**src/hdl/hrng_pkg.sv**
```systemverilog
package hrng_pkg;

	localparam int WORD_W = 32;
	localparam int BYTE_W = 8;

	// Health test: repetition count and window proportion
	localparam logic [5:0] RCT_LIMIT = 6'h28;
	localparam logic [5:0] RCT_RESET = 6'h01;
	localparam logic [8:0] APT_LAST = 9'h1ff;
	localparam logic [9:0] APT_LO = 10'h0c8;
	localparam logic [9:0] APT_HI = 10'h138;
	localparam logic [9:0] APT_MID = 10'h100;
	localparam logic [1:0] STARTUP_WINDOWS = 2'h2;

	// Entropy estimator: raw bits folded per internal bit
	localparam logic [9:0] EST_TIGHT = 10'h010;
	localparam logic [2:0] RATIO_LO = 3'h2;
	localparam logic [2:0] RATIO_HI = 3'h4;

	// Raw bits a finished byte waits before use
	localparam logic [5:0] QUAR_BITS = 6'h28;

	// Seeding length in bytes, output rate credit in bits
	localparam logic [4:0] SEED_BYTES = 5'h10;
	localparam logic [7:0] CREDIT_PER_BYTE = 8'h08;
	localparam logic [7:0] CREDIT_PER_WORD = 8'h20;
	localparam logic [7:0] CREDIT_MAX = 8'h80;

	// Deterministic generator
	localparam logic [3:0] DRG_ROUNDS = 4'h8;
	localparam logic [127:0] DRG_IV = 128'h6a09e667_bb67ae85_3c6ef372_a54ff53a;
	localparam logic [31:0] DRG_GEN_TWEAK = 32'h9e3779b9;

	typedef enum logic [3:0]
	{
		ST_START = 4'h1,
		ST_SEED = 4'h2,
		ST_RUN = 4'h4,
		ST_FAIL = 4'h8
	} hrng_state_t;

endpackage

```
**src/hdl/hrng_drg_if.sv**
```systemverilog
`timescale 1ns/100ps
interface hrng_drg_if;
	logic absorb_valid;
	logic [hrng_pkg::BYTE_W-1:0] absorb_byte;
	logic gen_req;
	logic busy;
	logic [hrng_pkg::WORD_W-1:0] gen_word;
	logic gen_done;

	modport core
	(
		input absorb_valid,
		input absorb_byte,
		input gen_req,
		output busy,
		output gen_word,
		output gen_done
	);

	modport ctrl
	(
		output absorb_valid,
		output absorb_byte,
		output gen_req,
		input busy,
		input gen_word,
		input gen_done
	);
endinterface // hrng_drg_if

```
**src/hdl/hrng_drg.sv**
```systemverilog
`timescale 1ns/100ps
module hrng_drg
(
	// Clock and reset
	input wire logic clk,
	input wire logic nrst,
	// Control side
	hrng_drg_if.core ifc
);

	logic [127:0] st_r, st_nxt, st_rnd;
	logic [3:0] cnt_r, cnt_nxt;
	logic mode_r, mode_nxt;
	logic [31:0] word_r, word_nxt;
	logic done_r, done_nxt;
	logic [31:0] a, b, c, d;

	function automatic logic [31:0] rotl(input logic [31:0] v, input int n);
		rotl = (v << n) | (v >> (32 - n));
	endfunction

	// One add-rotate-xor round over the four state words
	always_comb
	begin
		a = st_r[31:0];
		b = st_r[63:32];
		c = st_r[95:64];
		d = st_r[127:96];
		a = a + b;
		d = rotl(d ^ a, 16);
		c = c + d;
		b = rotl(b ^ c, 12);
		a = a + b;
		d = rotl(d ^ a, 8);
		c = c + d;
		b = rotl(b ^ c, 7);
		st_rnd = {c, b, a, d};
	end

	always_comb
	begin
		st_nxt = st_r;
		cnt_nxt = cnt_r;
		mode_nxt = mode_r;
		word_nxt = word_r;
		done_nxt = 1'b0;
		if (cnt_r == 4'h0)
		begin
			if (ifc.absorb_valid)
			begin
				st_nxt[7:0] = st_r[7:0] ^ ifc.absorb_byte;
				cnt_nxt = hrng_pkg::DRG_ROUNDS;
				mode_nxt = 1'b0;
			end
			else if (ifc.gen_req)
			begin
				st_nxt[31:0] = st_r[31:0] ^ hrng_pkg::DRG_GEN_TWEAK;
				cnt_nxt = hrng_pkg::DRG_ROUNDS;
				mode_nxt = 1'b1;
			end
		end
		else
		begin
			// Cryptographic state transition, every round
			st_nxt = st_rnd;
			cnt_nxt = cnt_r - 4'h1;
			if (cnt_r == 4'h1 && mode_r)
			begin
				// Output is a one-way mix, never a raw state word
				word_nxt = (st_rnd[31:0] ^ rotl(st_rnd[95:64], 11)) + st_rnd[63:32];
				st_nxt[127:96] = st_rnd[127:96] ^ word_nxt;
				done_nxt = 1'b1;
			end
		end
	end

	always_ff @(posedge clk or negedge nrst)
	begin
		if (!nrst)
		begin
			st_r <= hrng_pkg::DRG_IV;
			cnt_r <= 4'h0;
			mode_r <= 1'b0;
			word_r <= 32'h0000_0000;
			done_r <= 1'b0;
		end
		else
		begin
			st_r <= st_nxt;
			cnt_r <= cnt_nxt;
			mode_r <= mode_nxt;
			word_r <= word_nxt;
			done_r <= done_nxt;
		end
	end

	assign ifc.busy = (cnt_r != 4'h0);
	assign ifc.gen_word = word_r;
	assign ifc.gen_done = done_r;
endmodule // hrng_drg

```
**src/hdl/hrng_top.sv**
```systemverilog
`timescale 1ns/100ps
module hrng_top
(
	// Clock and reset
	input wire logic REF_CLK,
	input wire logic NRST,
	// Raw entropy source
	input wire logic RAW_BIT,
	input wire logic RAW_VALID,
	// Random word stream
	output logic [hrng_pkg::WORD_W-1:0] WORD_DATA,
	output logic WORD_VALID,
	input wire logic WORD_READY,
	// Status
	output logic HEALTH_FAIL,
	output logic GEN_READY
);

	// Health test state
	logic last_bit_r, last_bit_nxt;
	logic [5:0] run_cnt_r, run_cnt_nxt;
	logic [8:0] apt_cnt_r, apt_cnt_nxt;
	logic [9:0] ones_r, ones_nxt, ones_sum, bias;
	logic [1:0] win_ok_r, win_ok_nxt;
	logic [2:0] ratio_r, ratio_nxt;
	logic fail_r, fail_nxt;
	logic bit_in;

	// Compressor and quarantine state
	logic fold_r, fold_nxt, fold_bit;
	logic [2:0] fold_cnt_r, fold_cnt_nxt;
	logic [7:0] byte_sh_r, byte_sh_nxt;
	logic [2:0] bit_cnt_r, bit_cnt_nxt;
	logic pend_valid_r, pend_valid_nxt;
	logic [7:0] pend_byte_r, pend_byte_nxt;
	logic [5:0] pend_age_r, pend_age_nxt;
	logic pend_go, release_byte;

	// Control state
	hrng_pkg::hrng_state_t state_r, state_nxt;
	logic [4:0] seed_cnt_r, seed_cnt_nxt;
	logic [7:0] credit_r, credit_nxt;
	logic [31:0] word_r, word_nxt;
	logic word_valid_r, word_valid_nxt;
	logic gen_pend_r, gen_pend_nxt;
	logic gen_start;

	hrng_drg_if drg_bus();

	hrng_drg hrng_drg_inst
	(
		.clk(REF_CLK),
		.nrst(NRST),
		.ifc(drg_bus.core)
	);

	// Health tests stop only once the source is declared failed
	assign bit_in = RAW_VALID && !fail_r;

	always_comb
	begin
		last_bit_nxt = last_bit_r;
		run_cnt_nxt = run_cnt_r;
		apt_cnt_nxt = apt_cnt_r;
		ones_nxt = ones_r;
		win_ok_nxt = win_ok_r;
		ratio_nxt = ratio_r;
		fail_nxt = fail_r;
		ones_sum = ones_r + {9'h000, RAW_BIT};
		bias = (ones_sum >= hrng_pkg::APT_MID) ? ones_sum - hrng_pkg::APT_MID
			: hrng_pkg::APT_MID - ones_sum;
		if (bit_in)
		begin
			last_bit_nxt = RAW_BIT;
			apt_cnt_nxt = apt_cnt_r + 9'h001;
			if (RAW_BIT == last_bit_r)
			begin
				run_cnt_nxt = run_cnt_r + 6'h01;
				if (run_cnt_r == hrng_pkg::RCT_LIMIT - 6'h01)
				begin
					fail_nxt = 1'b1;
				end
			end
			else
			begin
				run_cnt_nxt = hrng_pkg::RCT_RESET;
			end
			if (apt_cnt_r == hrng_pkg::APT_LAST)
			begin
				ones_nxt = 10'h000;
				if (ones_sum < hrng_pkg::APT_LO || ones_sum > hrng_pkg::APT_HI)
				begin
					fail_nxt = 1'b1;
				end
				else if (win_ok_r != hrng_pkg::STARTUP_WINDOWS)
				begin
					win_ok_nxt = win_ok_r + 2'h1;
				end
				// Biased window: fold more raw bits per internal bit
				ratio_nxt = (bias <= hrng_pkg::EST_TIGHT) ? hrng_pkg::RATIO_LO
					: hrng_pkg::RATIO_HI;
			end
			else
			begin
				ones_nxt = ones_sum;
			end
		end
	end

	always_ff @(posedge REF_CLK or negedge NRST)
	begin
		if (!NRST)
		begin
			last_bit_r <= 1'b0;
			run_cnt_r <= hrng_pkg::RCT_RESET;
			apt_cnt_r <= 9'h000;
			ones_r <= 10'h000;
			win_ok_r <= 2'h0;
			ratio_r <= hrng_pkg::RATIO_HI;
			fail_r <= 1'b0;
		end
		else
		begin
			last_bit_r <= last_bit_nxt;
			run_cnt_r <= run_cnt_nxt;
			apt_cnt_r <= apt_cnt_nxt;
			ones_r <= ones_nxt;
			win_ok_r <= win_ok_nxt;
			ratio_r <= ratio_nxt;
			fail_r <= fail_nxt;
		end
	end

	// A byte ages in quarantine until a whole failure run would have shown
	assign pend_go = pend_valid_r && (pend_age_r == hrng_pkg::QUAR_BITS) && !fail_r;
	assign release_byte = pend_go && !drg_bus.busy
		&& ((state_r == hrng_pkg::ST_SEED && seed_cnt_r != hrng_pkg::SEED_BYTES)
		|| state_r == hrng_pkg::ST_RUN);
	assign fold_bit = fold_r ^ RAW_BIT;

	always_comb
	begin
		fold_nxt = fold_r;
		fold_cnt_nxt = fold_cnt_r;
		byte_sh_nxt = byte_sh_r;
		bit_cnt_nxt = bit_cnt_r;
		pend_valid_nxt = pend_valid_r;
		pend_byte_nxt = pend_byte_r;
		pend_age_nxt = pend_age_r;
		if (bit_in && pend_valid_r)
		begin
			// Compression pauses while the slot is full; tests still see every bit
			if (pend_age_r != hrng_pkg::QUAR_BITS)
			begin
				pend_age_nxt = pend_age_r + 6'h01;
			end
		end
		else if (bit_in)
		begin
			if (fold_cnt_r >= ratio_r - 3'h1)
			begin
				fold_nxt = 1'b0;
				fold_cnt_nxt = 3'h0;
				byte_sh_nxt = {byte_sh_r[6:0], fold_bit};
				bit_cnt_nxt = bit_cnt_r + 3'h1;
				if (bit_cnt_r == 3'h7)
				begin
					pend_valid_nxt = 1'b1;
					pend_byte_nxt = {byte_sh_r[6:0], fold_bit};
					pend_age_nxt = 6'h00;
				end
			end
			else
			begin
				fold_nxt = fold_bit;
				fold_cnt_nxt = fold_cnt_r + 3'h1;
			end
		end
		// Bytes that finish quarantine before the start-up test passed are discarded
		if (release_byte || (pend_go && state_r == hrng_pkg::ST_START))
		begin
			pend_valid_nxt = 1'b0;
		end
	end

	always_ff @(posedge REF_CLK or negedge NRST)
	begin
		if (!NRST)
		begin
			fold_r <= 1'b0;
			fold_cnt_r <= 3'h0;
			byte_sh_r <= 8'h00;
			bit_cnt_r <= 3'h0;
			pend_valid_r <= 1'b0;
			pend_byte_r <= 8'h00;
			pend_age_r <= 6'h00;
		end
		else
		begin
			fold_r <= fold_nxt;
			fold_cnt_r <= fold_cnt_nxt;
			byte_sh_r <= byte_sh_nxt;
			bit_cnt_r <= bit_cnt_nxt;
			pend_valid_r <= pend_valid_nxt;
			pend_byte_r <= pend_byte_nxt;
			pend_age_r <= pend_age_nxt;
		end
	end

	// Only the compressed physical path feeds the generator
	assign drg_bus.absorb_valid = release_byte;
	assign drg_bus.absorb_byte = pend_byte_r;
	assign gen_start = (state_r == hrng_pkg::ST_RUN) && !fail_r && !release_byte
		&& !drg_bus.busy && !gen_pend_r && !word_valid_r
		&& (credit_r >= hrng_pkg::CREDIT_PER_WORD);
	assign drg_bus.gen_req = gen_start;

	always_comb
	begin
		state_nxt = state_r;
		seed_cnt_nxt = seed_cnt_r;
		credit_nxt = credit_r;
		word_nxt = word_r;
		word_valid_nxt = word_valid_r;
		gen_pend_nxt = gen_pend_r;
		case (state_r)
			hrng_pkg::ST_START:
			begin
				if (win_ok_r == hrng_pkg::STARTUP_WINDOWS)
				begin
					state_nxt = hrng_pkg::ST_SEED;
				end
			end
			hrng_pkg::ST_SEED:
			begin
				if (release_byte)
				begin
					seed_cnt_nxt = seed_cnt_r + 5'h01;
				end
				if (seed_cnt_r == hrng_pkg::SEED_BYTES && !drg_bus.busy)
				begin
					state_nxt = hrng_pkg::ST_RUN;
				end
			end
			hrng_pkg::ST_RUN:
			begin
				if (release_byte && credit_r <= hrng_pkg::CREDIT_MAX - hrng_pkg::CREDIT_PER_BYTE)
				begin
					credit_nxt = credit_r + hrng_pkg::CREDIT_PER_BYTE;
				end
				if (gen_start)
				begin
					credit_nxt = credit_r - hrng_pkg::CREDIT_PER_WORD;
					gen_pend_nxt = 1'b1;
				end
			end
			hrng_pkg::ST_FAIL:
			begin
				state_nxt = hrng_pkg::ST_FAIL;
			end
			default:
			begin
				state_nxt = hrng_pkg::ST_FAIL;
			end
		endcase
		if (drg_bus.gen_done && gen_pend_r)
		begin
			word_nxt = drg_bus.gen_word;
			word_valid_nxt = 1'b1;
			gen_pend_nxt = 1'b0;
		end
		if (WORD_VALID && WORD_READY)
		begin
			word_valid_nxt = 1'b0;
		end
		if (fail_r)
		begin
			state_nxt = hrng_pkg::ST_FAIL;
			word_valid_nxt = 1'b0;
			gen_pend_nxt = 1'b0;
		end
	end

	always_ff @(posedge REF_CLK or negedge NRST)
	begin
		if (!NRST)
		begin
			state_r <= hrng_pkg::ST_START;
			seed_cnt_r <= 5'h00;
			credit_r <= 8'h00;
			word_r <= 32'h0000_0000;
			word_valid_r <= 1'b0;
			gen_pend_r <= 1'b0;
		end
		else
		begin
			state_r <= state_nxt;
			seed_cnt_r <= seed_cnt_nxt;
			credit_r <= credit_nxt;
			word_r <= word_nxt;
			word_valid_r <= word_valid_nxt;
			gen_pend_r <= gen_pend_nxt;
		end
	end

	assign WORD_DATA = word_r;
	assign WORD_VALID = word_valid_r && (state_r == hrng_pkg::ST_RUN) && !fail_r;
	assign HEALTH_FAIL = fail_r;
	assign GEN_READY = (state_r == hrng_pkg::ST_RUN);
endmodule // hrng_top

```
**config.mk**
```make
export PLATFORM = sky130hd
export DESIGN_NAME = hrng_top
export DESIGN_NICKNAME = d
export VERILOG_FILES = /design/src/hdl/hrng_pkg.sv /design/src/hdl/hrng_drg_if.sv /design/src/hdl/hrng_drg.sv /design/src/hdl/hrng_top.sv
export SDC_FILE = /design/constraint.sdc
export NUM_CORES = 1
export LEC_CHECK = 0
export ABC_AREA = 1
export BUFFER_PORTS_ARGS = -buffer_cell sky130_fd_sc_hd__clkbuf_2
export CAP_MARGIN = 10
export CORE_MARGIN = 10
export CORE_UTILIZATION = 40
export DETAILED_ROUTE_END_ITERATION = 6
export GPL_ROUTABILITY_DRIVEN = 0
export SLEW_MARGIN = 10
export SYNTH_ARGS = -nofsm -noshare
export SYNTH_HDL_FRONTEND = slang
export SYNTH_SLANG_ARGS = --single-unit
```
**constraint.sdc**
```tcl
create_clock -name REF_CLK -period 20.8 [get_ports REF_CLK]
set_input_delay 5.2 -clock REF_CLK [delete_from_list [all_inputs] [get_ports REF_CLK]]
set_output_delay 5.2 -clock REF_CLK [all_outputs]
set_load 0.05 [all_outputs]
```
==> reports/results.ini, run 1 <==
[worst_setup_path]
cp-end-kind=flip-flop
worstPathRequired_ps=21290
cp_slowest_cell=xor2_1
reg2reg_to=hrng_drg_inst.st_r[125]
crit_family=XOR/XNOR gates
r2r_slack_ps=7400
crit_top_cell=nand2_1
critPathKind=flip-flop to flip-flop
worst_setup_path_start_kind=flip-flop
crit_path_max_incr_delay_ps=730
crit_fanout=5
reg2reg_depth=56
arrival_ps=13880
r2r-start=hrng_drg_inst.st_r[2]
worstPathBufferInverterCount=7

[run]
max_cap_violations=0

[floorplanning]
fp.coreArea_mm2=0.0566
ios=40
fp.dieH_um=259
start_util_pct=40.5
fp.dieW_um=259
rows=87
die-area_mm2=0.0673

[logic_synthesis]
ys_seq_area_share_pct=30.3
synth_fp_nets=3359
synthArstFlopShare_pct=100
synth_cell_types=76
syn_inst=3169
avgSynthCellArea_um2=7.24
synth_seq_cells=274
ys.flop_type=dfrtp_1
synth_edf_count=0
synth_area_mm2=0.0229
ys_warn_count=0

[detailed_routing]
wl_per_cell_um=21.4
drt_iter0_drc=2272
vias=21700
drt_drc_violations_left=14
ant_nets=0
dr.pass1.iters=7
routed_via_density=5.42
wl_um=85600

[finish]
fillCellCount=5830
most-common-layout-cells=869 x nand2_1, 391 x inv_1, 248 x o21ai_0
seqCellArea_mm2=0.00695
syn_to_final_growth_pct=10.6
final_common_cell=nand2_1
n_antenna_cell=0
drive_gt1_share_pct=10.0
multi_input_area_mm2=0.0143
fin_nets=3404
fin_cells=3998

[sta]
post-route-period-util_pct=64.4
max_freq_mhz=74.6
slew_headroom_pct=27.6
setup_violations=0
layout_min_cycle_time_ps=13400
fin_skew_ps=35.8
finalMaxSlewViolations=0
hold_viol=0
worstMarginPinSlew_ps=1080
finalSetupTns_ps=0
setup_slack_ps=7400
rsz0062_at_grt=false

[hold_path]
holdPathEnd=run_cnt_r[5]
worstHoldPathCells=1
hp-start=run_cnt_r[5]
hp-class=flip-flop to flip-flop

[place]
io_buffers=39
dp_slack_ps=8090
dp_hpwl_um=70500
post-place-cells=3932

[global_routing]
grt_use_met3_pct=5.13
grt_overflow=0
antenna_found_initial=0
grt_usage_pct=25.2
grt_pass1_wl_um=128000
grtUsageMet1_pct=32.1
grt_pass1_vias=20600
busiest_layer=met2
grtUsageMet2_pct=36.6
grt_max_degree=114

[cts]
clockRootBuffer=clkbuf_16
cts_buffer_depth=3
cts_sinks=274
clk_pin_slew_ps=60
cts_tree=yes
clk_latency_ps=600
cts_max_level=2
post_cts_resized=0
numCtsBuffers=36
post-cts-setup-buffer-count=0
cts_hold_buf=0

[power_and_ir_drop]
power_mw=1.24
ir_drop_mv=0.0656
powerDensity_mw_per_mm2=49.0
leakage_nw=13.3

[run_status]
status=complete, but fails checks
violations=DRC

[worst max-delay path by stage]
stage / start / endpoint / slack, ps / depth (start not counted)
2_1_floorplan: hrng_drg_inst.st_r[1] / hrng_drg_inst.st_r[119] / 11380 / 62
4_1_cts: hrng_drg_inst.st_r[2] / hrng_drg_inst.st_r[125] / 8020 / 55
6_report: hrng_drg_inst.st_r[2] / hrng_drg_inst.st_r[125] / 7400 / 56
3_3_place_gp: hrng_drg_inst.st_r[34] / hrng_drg_inst.st_r[125] / 7910 / 55
3_5_place_dp: hrng_drg_inst.st_r[34] / hrng_drg_inst.st_r[125] / 8090 / 55
5_1_grt: hrng_drg_inst.st_r[34] / hrng_drg_inst.st_r[125] / 6860 / 61
[stage by stage]
step	utilization, %	hold WS, ps	instance area, um^2
floorplan	-	422	22900
CTS	44.8	465	25400
global placement	42.5	450	24100
detailed placement	42.5	456	24100
finish	44.8	466	25400
global route	44.8	478	25400
[flip-flops by register name (all words and copies together) (netlist names), 2 cells and up]
signal	count
run_cnt_r	6
hrng_drg_inst.ifc.gen_word	32
hrng_drg_inst.st_r	128
WORD_DATA	32
ones_r	10
credit_r	5
bit_cnt_r	3
byte_sh_r	7
seed_cnt_r	5
apt_cnt_r	9
state_r	4
ratio_r	2
pend_age_r	6
fold_cnt_r	3
drg_bus.absorb_byte	8
hrng_drg_inst.cnt_r	4
win_ok_r	2
[area by class of cell]
cell class,instances,share of cell area [%]
clock inverter,25,1.48
timing repair buffer,58,1.37
inverter,401,5.94
clock buffer,41,3.66
multi-input combinational,2443,56.4
tap,756,3.73
sequential,274,27.4
[cells in the mapped netlist (9+ instances only)]
cell type,instances,area share [%]
o21a_1,12,0.39
ha_1,180,9.8
or2_2,14,0.38
o21ai_0,248,5.4
o22ai_1,9,0.25
nand3b_1,11,0.36
nand4_1,19,0.52
or2_1,9,0.25
inv_1,391,6.4
xor2_2,21,1.5
a31oi_1,15,0.41
dfstp_2,76,8.7
a21oi_1,181,3.9
inv_2,9,0.15
xor2_1,158,6.0
nor3_1,34,0.74
nor4_1,11,0.30
o21bai_1,18,0.59
nand2_1,870,14
o21ai_1,22,0.48
nand2_2,25,0.68
nor2_1,205,3.4
dfrtp_1,198,22
clkbuf_1,40,0.65
nand3_1,170,3.7
xnor2_1,77,2.9
a21o_1,21,0.69
[per-layer routing]
metal | up-vias | wire length [um]
met5 | - | 0
met4 | 0 | 7800
met3 | 315 | 8150
met2 | 1029 | 35200
met1 | 9903 | 34500
li1 | 10400 | -
[power breakdown]
part	switching [mW]	internal, mW
sequential	0.00213	0.538
clock	0.276	0.406
combinational	0.0167	0.00432
total	0.295	0.947
[cell families after synthesis]
| logic type | count (synthesis) | share of synthesized area (%) |
|---|---|---|
| and+or+nand+nor | 1401 | 25.8 |
| AOI/OAI and AO/OA | 592 | 15.0 |
| buffers and inverters | 452 | 7.42 |
| DFF | 274 | 30.3 |
| xor gates and xnor gates | 264 | 11.2 |
| adders and majority gates | 185 | 10.3 |
| muxes | 1 | 0.0491 |
Power figures use the tool's default switching activity.
==> run 2, diff against run 1 <==
==> constraint.sdc (replaced) <==
create_clock -name REF_CLK -period 12.9 [get_ports REF_CLK]
set_input_delay 3.225 -clock REF_CLK [delete_from_list [all_inputs] [get_ports REF_CLK]]
set_output_delay 3.225 -clock REF_CLK [all_outputs]
set_load 0.05 [all_outputs]
==> reports/results.ini, run 2 (same netlist as run 1, synthesis figures left out) <==
[place]
io_buffers=39  ; unchanged
dp_hpwl_um=71300  ; was 70500 um

[finish]
fillCellCount=5861  ; was 5830
drive_gt1_share_pct=10.4  ; was 10.0%
syn_to_final_growth_pct=10.7  ; was 10.6%
multi_input_area_mm2=0.0144  ; was 0.0143 mm^2
largest-register=hrng_drg_inst.st_r  ; unchanged
largest_reg_flops=128  ; unchanged
most-common-layout-cells=869 x nand2_1, 391 x inv_1, 247 x o21ai_0  ; was 869 x nand2_1, 391 x inv_1, 248 x o21ai_0
seqCellArea_mm2=0.00695  ; unchanged
fin_nets=3416  ; was 3404
final_common_cell=nand2_1  ; unchanged

[detailed_routing]
vias=21800  ; was 21700
drt_drc_violations_left=1  ; was 14
dr.pass1.iters=7  ; unchanged
ant_nets=0  ; unchanged
routed_via_density=5.44  ; was 5.42
wl_um=86700  ; was 85600 um
wl_per_cell_um=21.6  ; was 21.4 um
drt_iter0_drc=2387  ; was 2272

[worst_setup_path]
cp_slowest_cell=fa_1  ; was xor2_1
critPathKind=flip-flop to flip-flop  ; unchanged
crit_path_max_incr_delay_ps=480  ; was 730 ps
cp-end-kind=flip-flop  ; unchanged
crit_top_cell=nand2_1  ; unchanged
arrival_ps=12980  ; was 13880 ps
worstPathRequired_ps=13370  ; was 21290 ps
crit_fanout=4  ; was 5
worst_setup_path_start_kind=flip-flop  ; unchanged

[cts]
clk_latency_ps=580  ; was 600 ps
cts_sinks=274  ; unchanged
post-cts-setup-buffer-count=0  ; unchanged
cts_tree=yes  ; unchanged
numCtsBuffers=35  ; was 36
cts_max_level=2  ; unchanged
clockRootBuffer=clkbuf_16  ; unchanged
clk_pin_slew_ps=60  ; about the same
cts_buffer_depth=3  ; unchanged

[run_status]
status=complete, but fails checks  ; unchanged
violations=DRC  ; unchanged

[sta]
finalSetupTns_ps=0  ; unchanged
finalMaxSlewViolations=0  ; unchanged
worst_hold_slack_ps=465  ; was 466 ps
fin_skew_ps=22.7  ; was 35.8 ps
slew_headroom_pct=30.0  ; was 27.6%
worstMarginPinSlew_ps=1040  ; was 1080 ps
layout_min_cycle_time_ps=12510  ; was 13400 ps
setup_violations=0  ; unchanged
hold_viol=0  ; unchanged
post-route-period-util_pct=97.0  ; was 64.4%
max_freq_mhz=79.9  ; was 74.6 MHz
rsz0062_at_grt=false  ; unchanged

[floorplanning]
fp.dieW_um=259  ; unchanged
start_util_pct=40.5  ; unchanged
rows=87  ; unchanged
fp.dieH_um=259  ; unchanged
die-area_mm2=0.0673  ; unchanged
ios=40  ; unchanged
fp.coreArea_mm2=0.0566  ; unchanged

[power_and_ir_drop]
powerDensity_mw_per_mm2=76.4  ; was 49.0 mW/mm^2
combPwrFrac_pct=1.8  ; was 1.7%
p_sw_mw=0.470  ; was 0.295 mW
p_int_mw=1.47  ; was 0.947 mW
leakage_nw=13.3  ; about the same
ir_drop_mv=0.0872  ; was 0.0656 mV
swShare_pct=24.2  ; was 23.7%
p_clk_share_pct=53.4  ; was 54.9%
seq_power_share_pct=44.9  ; was 43.5%

[run]
max_cap_violations=0  ; unchanged

[global_routing]
grt_max_degree=94  ; was 114
antenna_found_initial=2  ; was 0
grt_usage_pct=25.4  ; was 25.2%
grt_overflow=0  ; unchanged
grt_pass1_vias=20300  ; was 20600
grt_pass1_wl_um=128000  ; about the same

[hold_path]
hp-class=flip-flop to flip-flop  ; unchanged

run 2: cell types whose count changed in the layout (fill, tap and decap cells not counted), moves of 4 or more:
| cell | before | now |
|---|---|---|
| buf_4 | 19 | 32 |
| xor2_2 | 21 | 25 |
| xor2_1 | 158 | 153 |
| clkinv_2 | 9 | 4 |
run 2: power by group through the flow:
stage | Sequential (mW) | Clock (mW) | Combinational (mW)
2_1_floorplan | 0.884 | 0 | 0.0122
3_3_place_gp | 0.885 | 0 | 0.0357
3_5_place_dp | 0.885 | 0 | 0.0358
4_1_cts | 0.870 | 1.06 | 0.0358
5_1_grt | 0.870 | 1.09 | 0.0406
6_report | 0.870 | 1.04 | 0.0345
run 2: worst paths after layout:
path                                        start                      end  slack, ps  cells after the start
setup / recovery           hrng_drg_inst.st_r[34]  hrng_drg_inst.st_r[121]        390                     58
hold / removal                        win_ok_r[0]              win_ok_r[0]        470                      1
setup reg to reg           hrng_drg_inst.st_r[34]  hrng_drg_inst.st_r[121]        390                     58
hold reg to reg                       win_ok_r[0]              win_ok_r[0]        470                      1
max in group asynchronous                    NRST   hrng_drg_inst.st_r[84]       8180                      3
min in group asynchronous                    NRST                ones_r[0]       2670                      1
run 2: worst max-delay path: cells and delay by family (launching register included):
| kind | cells | cell delay (ps) |
|---|---|---|
| AOI/OAI and AO/OA | 18 | 3270 |
| and+or+nand+nor | 22 | 3210 |
| xor gates and xnor gates | 6 | 2380 |
| DFF | 1 | 420 |
| adders and majority gates | 6 | 2240 |
| buffers and inverters | 6 | 830 |
run 2: layout make-up:
type	instances	area share [%]
Inverter	401	5.93
Tap cell	756	3.73
Clock buffer	45	3.75
Sequential cell	274	27.4
Antenna cell	1	0.00985
Clock inverter	18	0.912
Multi-Input combinational cell	2443	56.5
Timing Repair Buffer	71	1.75
run 2: metal layers:
layer	share of wire (%)	routed length [um]	GRT usage [%]	vias up
li1	-	-	-	10500
met1	40	35100	32.0	10100
met2	41	35800	37.1	981
met3	9.2	7990	5.70	314
met4	9.0	7780	19.8	2
met5	0.023	20	0	-
run 2: per-stage QoR:
step / area, um^2 / total power [mW] / util [%] / worst slack, ps / instances
2_1_floorplan: 22900 / 0.896 / - / 3480 / 3169
3_3_place_gp: 24100 / 0.920 / 42.7 / 232 / 3945
3_5_place_dp: 24100 / 0.921 / 42.7 / 266 / 3945
4_1_cts: 25300 / 1.96 / 44.8 / 199 / 4008
5_1_grt: 25400 / 2.00 / 44.9 / 54.7 / 4008
6_report: 25400 / 1.94 / 44.9 / 387 / 4009
run 2: repair_timing:
item	in CTS	in global routing
hold buffers	0	0
resized for setup	0	9
endpoints found under the setup margin	0	27
==> run 3, diff against run 2 <==
--- a/config.mk
+++ b/config.mk
@@ -5,7 +5,7 @@
 export SDC_FILE = /design/constraint.sdc
 export NUM_CORES = 1
 export LEC_CHECK = 0
-export ABC_AREA = 1
+export ABC_AREA = 0
 export BUFFER_PORTS_ARGS = -buffer_cell sky130_fd_sc_hd__clkbuf_2
 export CAP_MARGIN = 10
 export CORE_MARGIN = 10
==> constraint.sdc (replaced) <==
create_clock -name REF_CLK -period 15.8 [get_ports REF_CLK]
set_input_delay 3.95 -clock REF_CLK [delete_from_list [all_inputs] [get_ports REF_CLK]]
set_output_delay 3.95 -clock REF_CLK [all_outputs]
set_load 0.05 [all_outputs]
==> reports/results.ini, run 3 <==
[detailed_routing]
routed_via_density=5.75  ; was 5.44
vias=17500  ; was 21800
wl_per_cell_um=22.8  ; was 21.6 um
drt_drc_violations_left=0  ; was 1
dr.pass1.iters=6  ; was 7
ant_nets=0  ; unchanged
drt_iter0_drc=1794  ; was 2387
wl_um=69500  ; was 86700 um

[global_routing]
grt_max_degree=180  ; was 94
antenna_found_initial=0  ; was 2
grt_pass1_wl_um=105000  ; was 128000 um
grt_overflow=0  ; unchanged
grt_usage_pct=22.4  ; was 25.4%
grt_pass1_vias=17000  ; was 20300

[cts]
numCtsBuffers=31  ; was 35
cts_hold_buf=0  ; unchanged
clk_pin_slew_ps=70  ; was 60 ps
cts_tree=yes  ; unchanged
clockRootBuffer=clkbuf_16  ; unchanged
cts_buffer_depth=3  ; unchanged
cts_max_level=1  ; was 2
clk_latency_ps=630  ; was 580 ps
cts_sinks=274  ; unchanged

[finish]
fin_area_mm2=0.0227  ; was 0.0254 mm^2
largest-register=hrng_drg_inst.st_r  ; unchanged
most-common-layout-cells=389 x nand2_1, 198 x dfrtp_1, 187 x xnor2_1  ; was 869 x nand2_1, 391 x inv_1, 247 x o21ai_0
fin_util_pct=44.5  ; was 44.9%
syn_to_final_growth_pct=10.4  ; was 10.7%
n_antenna_cell=0  ; was 1
largest_reg_flops=128  ; unchanged
fin_cells=3046  ; was 4009
fin_nets=2532  ; was 3416
final_common_cell=nand2_1  ; unchanged
drive_gt1_share_pct=11.9  ; was 10.4%

[logic_synthesis]
ys_top_cells_by_area=dfrtp_1 24%, ha_1 11%, dfstp_2 9.7%, xnor2_1 8.1%, nand2_1 7.1%  ; was dfrtp_1 22%, nand2_1 14%, ha_1 9.8%, dfstp_2 8.7%, inv_1 6.4%
synth_fp_nets=2504  ; was 3359
synthArstFlopShare_pct=100  ; unchanged
synth_cell_types=85  ; was 76
synth_top_area_share_pct=24.1  ; was 21.6%
ys.flop_type=dfrtp_1  ; unchanged
synth_area_mm2=0.0206  ; was 0.0229 mm^2
synth_edf_count=0  ; unchanged
avgSynthCellArea_um2=8.89  ; was 7.24 um^2
syn_inst=2314  ; was 3169
synth_seq_cells=274  ; unchanged
synthTopCellsByCount=390 x nand2_1, 198 x dfrtp_1, 190 x xnor2_1  ; was 870 x nand2_1, 391 x inv_1, 248 x o21ai_0
yosys.area.top_type=dfrtp_1  ; unchanged
ys_seq_area_share_pct=33.8  ; was 30.3%
ys_warn_count=0  ; unchanged
yosysMostFrequentCell=nand2_1  ; unchanged

[sta]
max_freq_mhz=65.7  ; was 79.9 MHz
hold_viol=0  ; unchanged
slew_headroom_pct=30.0  ; about the same
fin_skew_ps=24.4  ; was 22.7 ps
layout_min_cycle_time_ps=15230  ; was 12510 ps
worstMarginPinSlew_ps=1040  ; about the same
finalMaxSlewViolations=0  ; unchanged
setup_violations=0  ; unchanged
setup_slack_ps=571  ; was 387 ps
post-route-period-util_pct=96.4  ; was 97.0%

[hold_path]
hp-class=flip-flop to flip-flop  ; unchanged
worstHoldPathCells=2  ; was 1
hp-start=byte_sh_r[6]  ; was win_ok_r[0]
holdPathEnd=drg_bus.absorb_byte[7]  ; was win_ok_r[0]

[floorplanning]
fp.coreArea_mm2=0.0511  ; was 0.0566 mm^2
start_util_pct=40.3  ; was 40.5%
fp.dieH_um=247  ; was 259 um
rows=83  ; was 87
fp.dieW_um=247  ; was 259 um
ios=40  ; unchanged
die-area_mm2=0.0609  ; was 0.0673 mm^2

[place]
place_area_mm2=0.0215  ; was 0.0241 mm^2
io_buffers=39  ; unchanged
post-place-cells=2985  ; was 3945
dp_slack_ps=229  ; was 266 ps
dp_hpwl_um=55300  ; was 71300 um

[worst_setup_path]
cp_slowest_cell=dfstp_2  ; was fa_1
worst_setup_path_start_kind=flip-flop  ; unchanged
cp-end-kind=flip-flop  ; unchanged
worstPathRequired_ps=16280  ; was 13370 ps
reg2reg_depth=62  ; was 58
critPathKind=flip-flop to flip-flop  ; unchanged
r2r-start=hrng_drg_inst.st_r[33]  ; was hrng_drg_inst.st_r[34]
reg2reg_to=hrng_drg_inst.st_r[113]  ; was hrng_drg_inst.st_r[121]
arrival_ps=15710  ; was 12980 ps
crit_fanout=6  ; was 4
crit_path_max_incr_delay_ps=560  ; was 480 ps
r2r_slack_ps=570  ; was 390 ps

[power_and_ir_drop]
leakage_nw=11.7  ; was 13.3 nW
powerDensity_mw_per_mm2=69.7  ; was 76.4 mW/mm^2
power_mw=1.58  ; was 1.94 mW
ir_drop_mv=0.0833  ; was 0.0872 mV

[run]
max_cap_violations=0  ; unchanged

[run_status]
status=finished clean  ; was complete, but fails checks

[run 3: changes by cell type in the layout (fill, tap and decap cells not counted), moves of 64 or more]
cell     previous run  this run
nand2_1           869       389
a21o_1             21        85
inv_1             391        92
xnor2_1            76       187
o21ai_0           247       145
nand3_1           170        40
nor2_1            204       103
[run 3: power breakdown]
part / internal (mW) / switching [mW]
Sequential: 0.734 / 0.0276
Combinational: 0.0369 / 0.0521
Clock: 0.413 / 0.320
[run 3: worst max-delay path: cells and delay by family (launching register included)]
kind | cells | cell delay [ps]
AOI/OAI and AO/OA | 35 | 7810
adders and majority gates | 6 | 2060
buffers and inverters | 2 | 170
and+or+nand+nor | 9 | 1500
DFF | 1 | 560
xor gates and xnor gates | 10 | 2950
[run 3: what timing repair did]
action	in CTS	in global routing
endpoints found under the hold margin	0	0
gates resized for setup	0	18
buffers inserted	0	4
setup endpoints to repair	0	32
[run 3: logic make-up (layout without fill, tap and decap cells)]
kind of cell,count (synthesis),count (layout),synth area share (%)
mux,43,43,2.35
xor+xnor,366,366,16.1
fa+ha+maj,185,185,11.4
simple gates,695,695,15.0
buf+inv,156,208,2.89
flops,274,274,33.8
compound gates,595,595,18.4
[run 3: worst max-delay path by stage]
stage	start	slack, ps	endpoint	cells past startpoint
2_1_floorplan	hrng_drg_inst.st_r[40]	3470	hrng_drg_inst.st_r[127]	61
3_3_place_gp	hrng_drg_inst.st_r[33]	430	hrng_drg_inst.st_r[127]	62
3_5_place_dp	hrng_drg_inst.st_r[33]	230	hrng_drg_inst.st_r[127]	61
4_1_cts	hrng_drg_inst.st_r[33]	90	hrng_drg_inst.st_r[127]	61
5_1_grt	hrng_drg_inst.st_r[40]	-5	hrng_drg_inst.st_r[127]	62
6_report	hrng_drg_inst.st_r[33]	570	hrng_drg_inst.st_r[113]	62
[run 3: through the flow]
stage                     setup TNS, ps  hold slack, ps
final                                 0             470
after global routing              -4.77             474
after CTS                             0             470
after detailed placement              0             455
after global placement                0             452
after floorplan                       0             435
[run 3: cell type report]
class	count	area, um^2
well taps	680	851
clock inverters	17	166
fillers	4981	28400
repair buffers	59	380
inverters	92	345
clock buffers	40	850
flip-flops and latches	274	6950
multi-input cells	1884	13200
[run 3: metal layers]
metal	track usage [%]	part of all wire [%]	wire length, um
met2	34.6	44	30300
met3	4.76	8.9	6170
met4	14.5	7.6	5260
met5	0	0	0
met1	28.0	40	27800
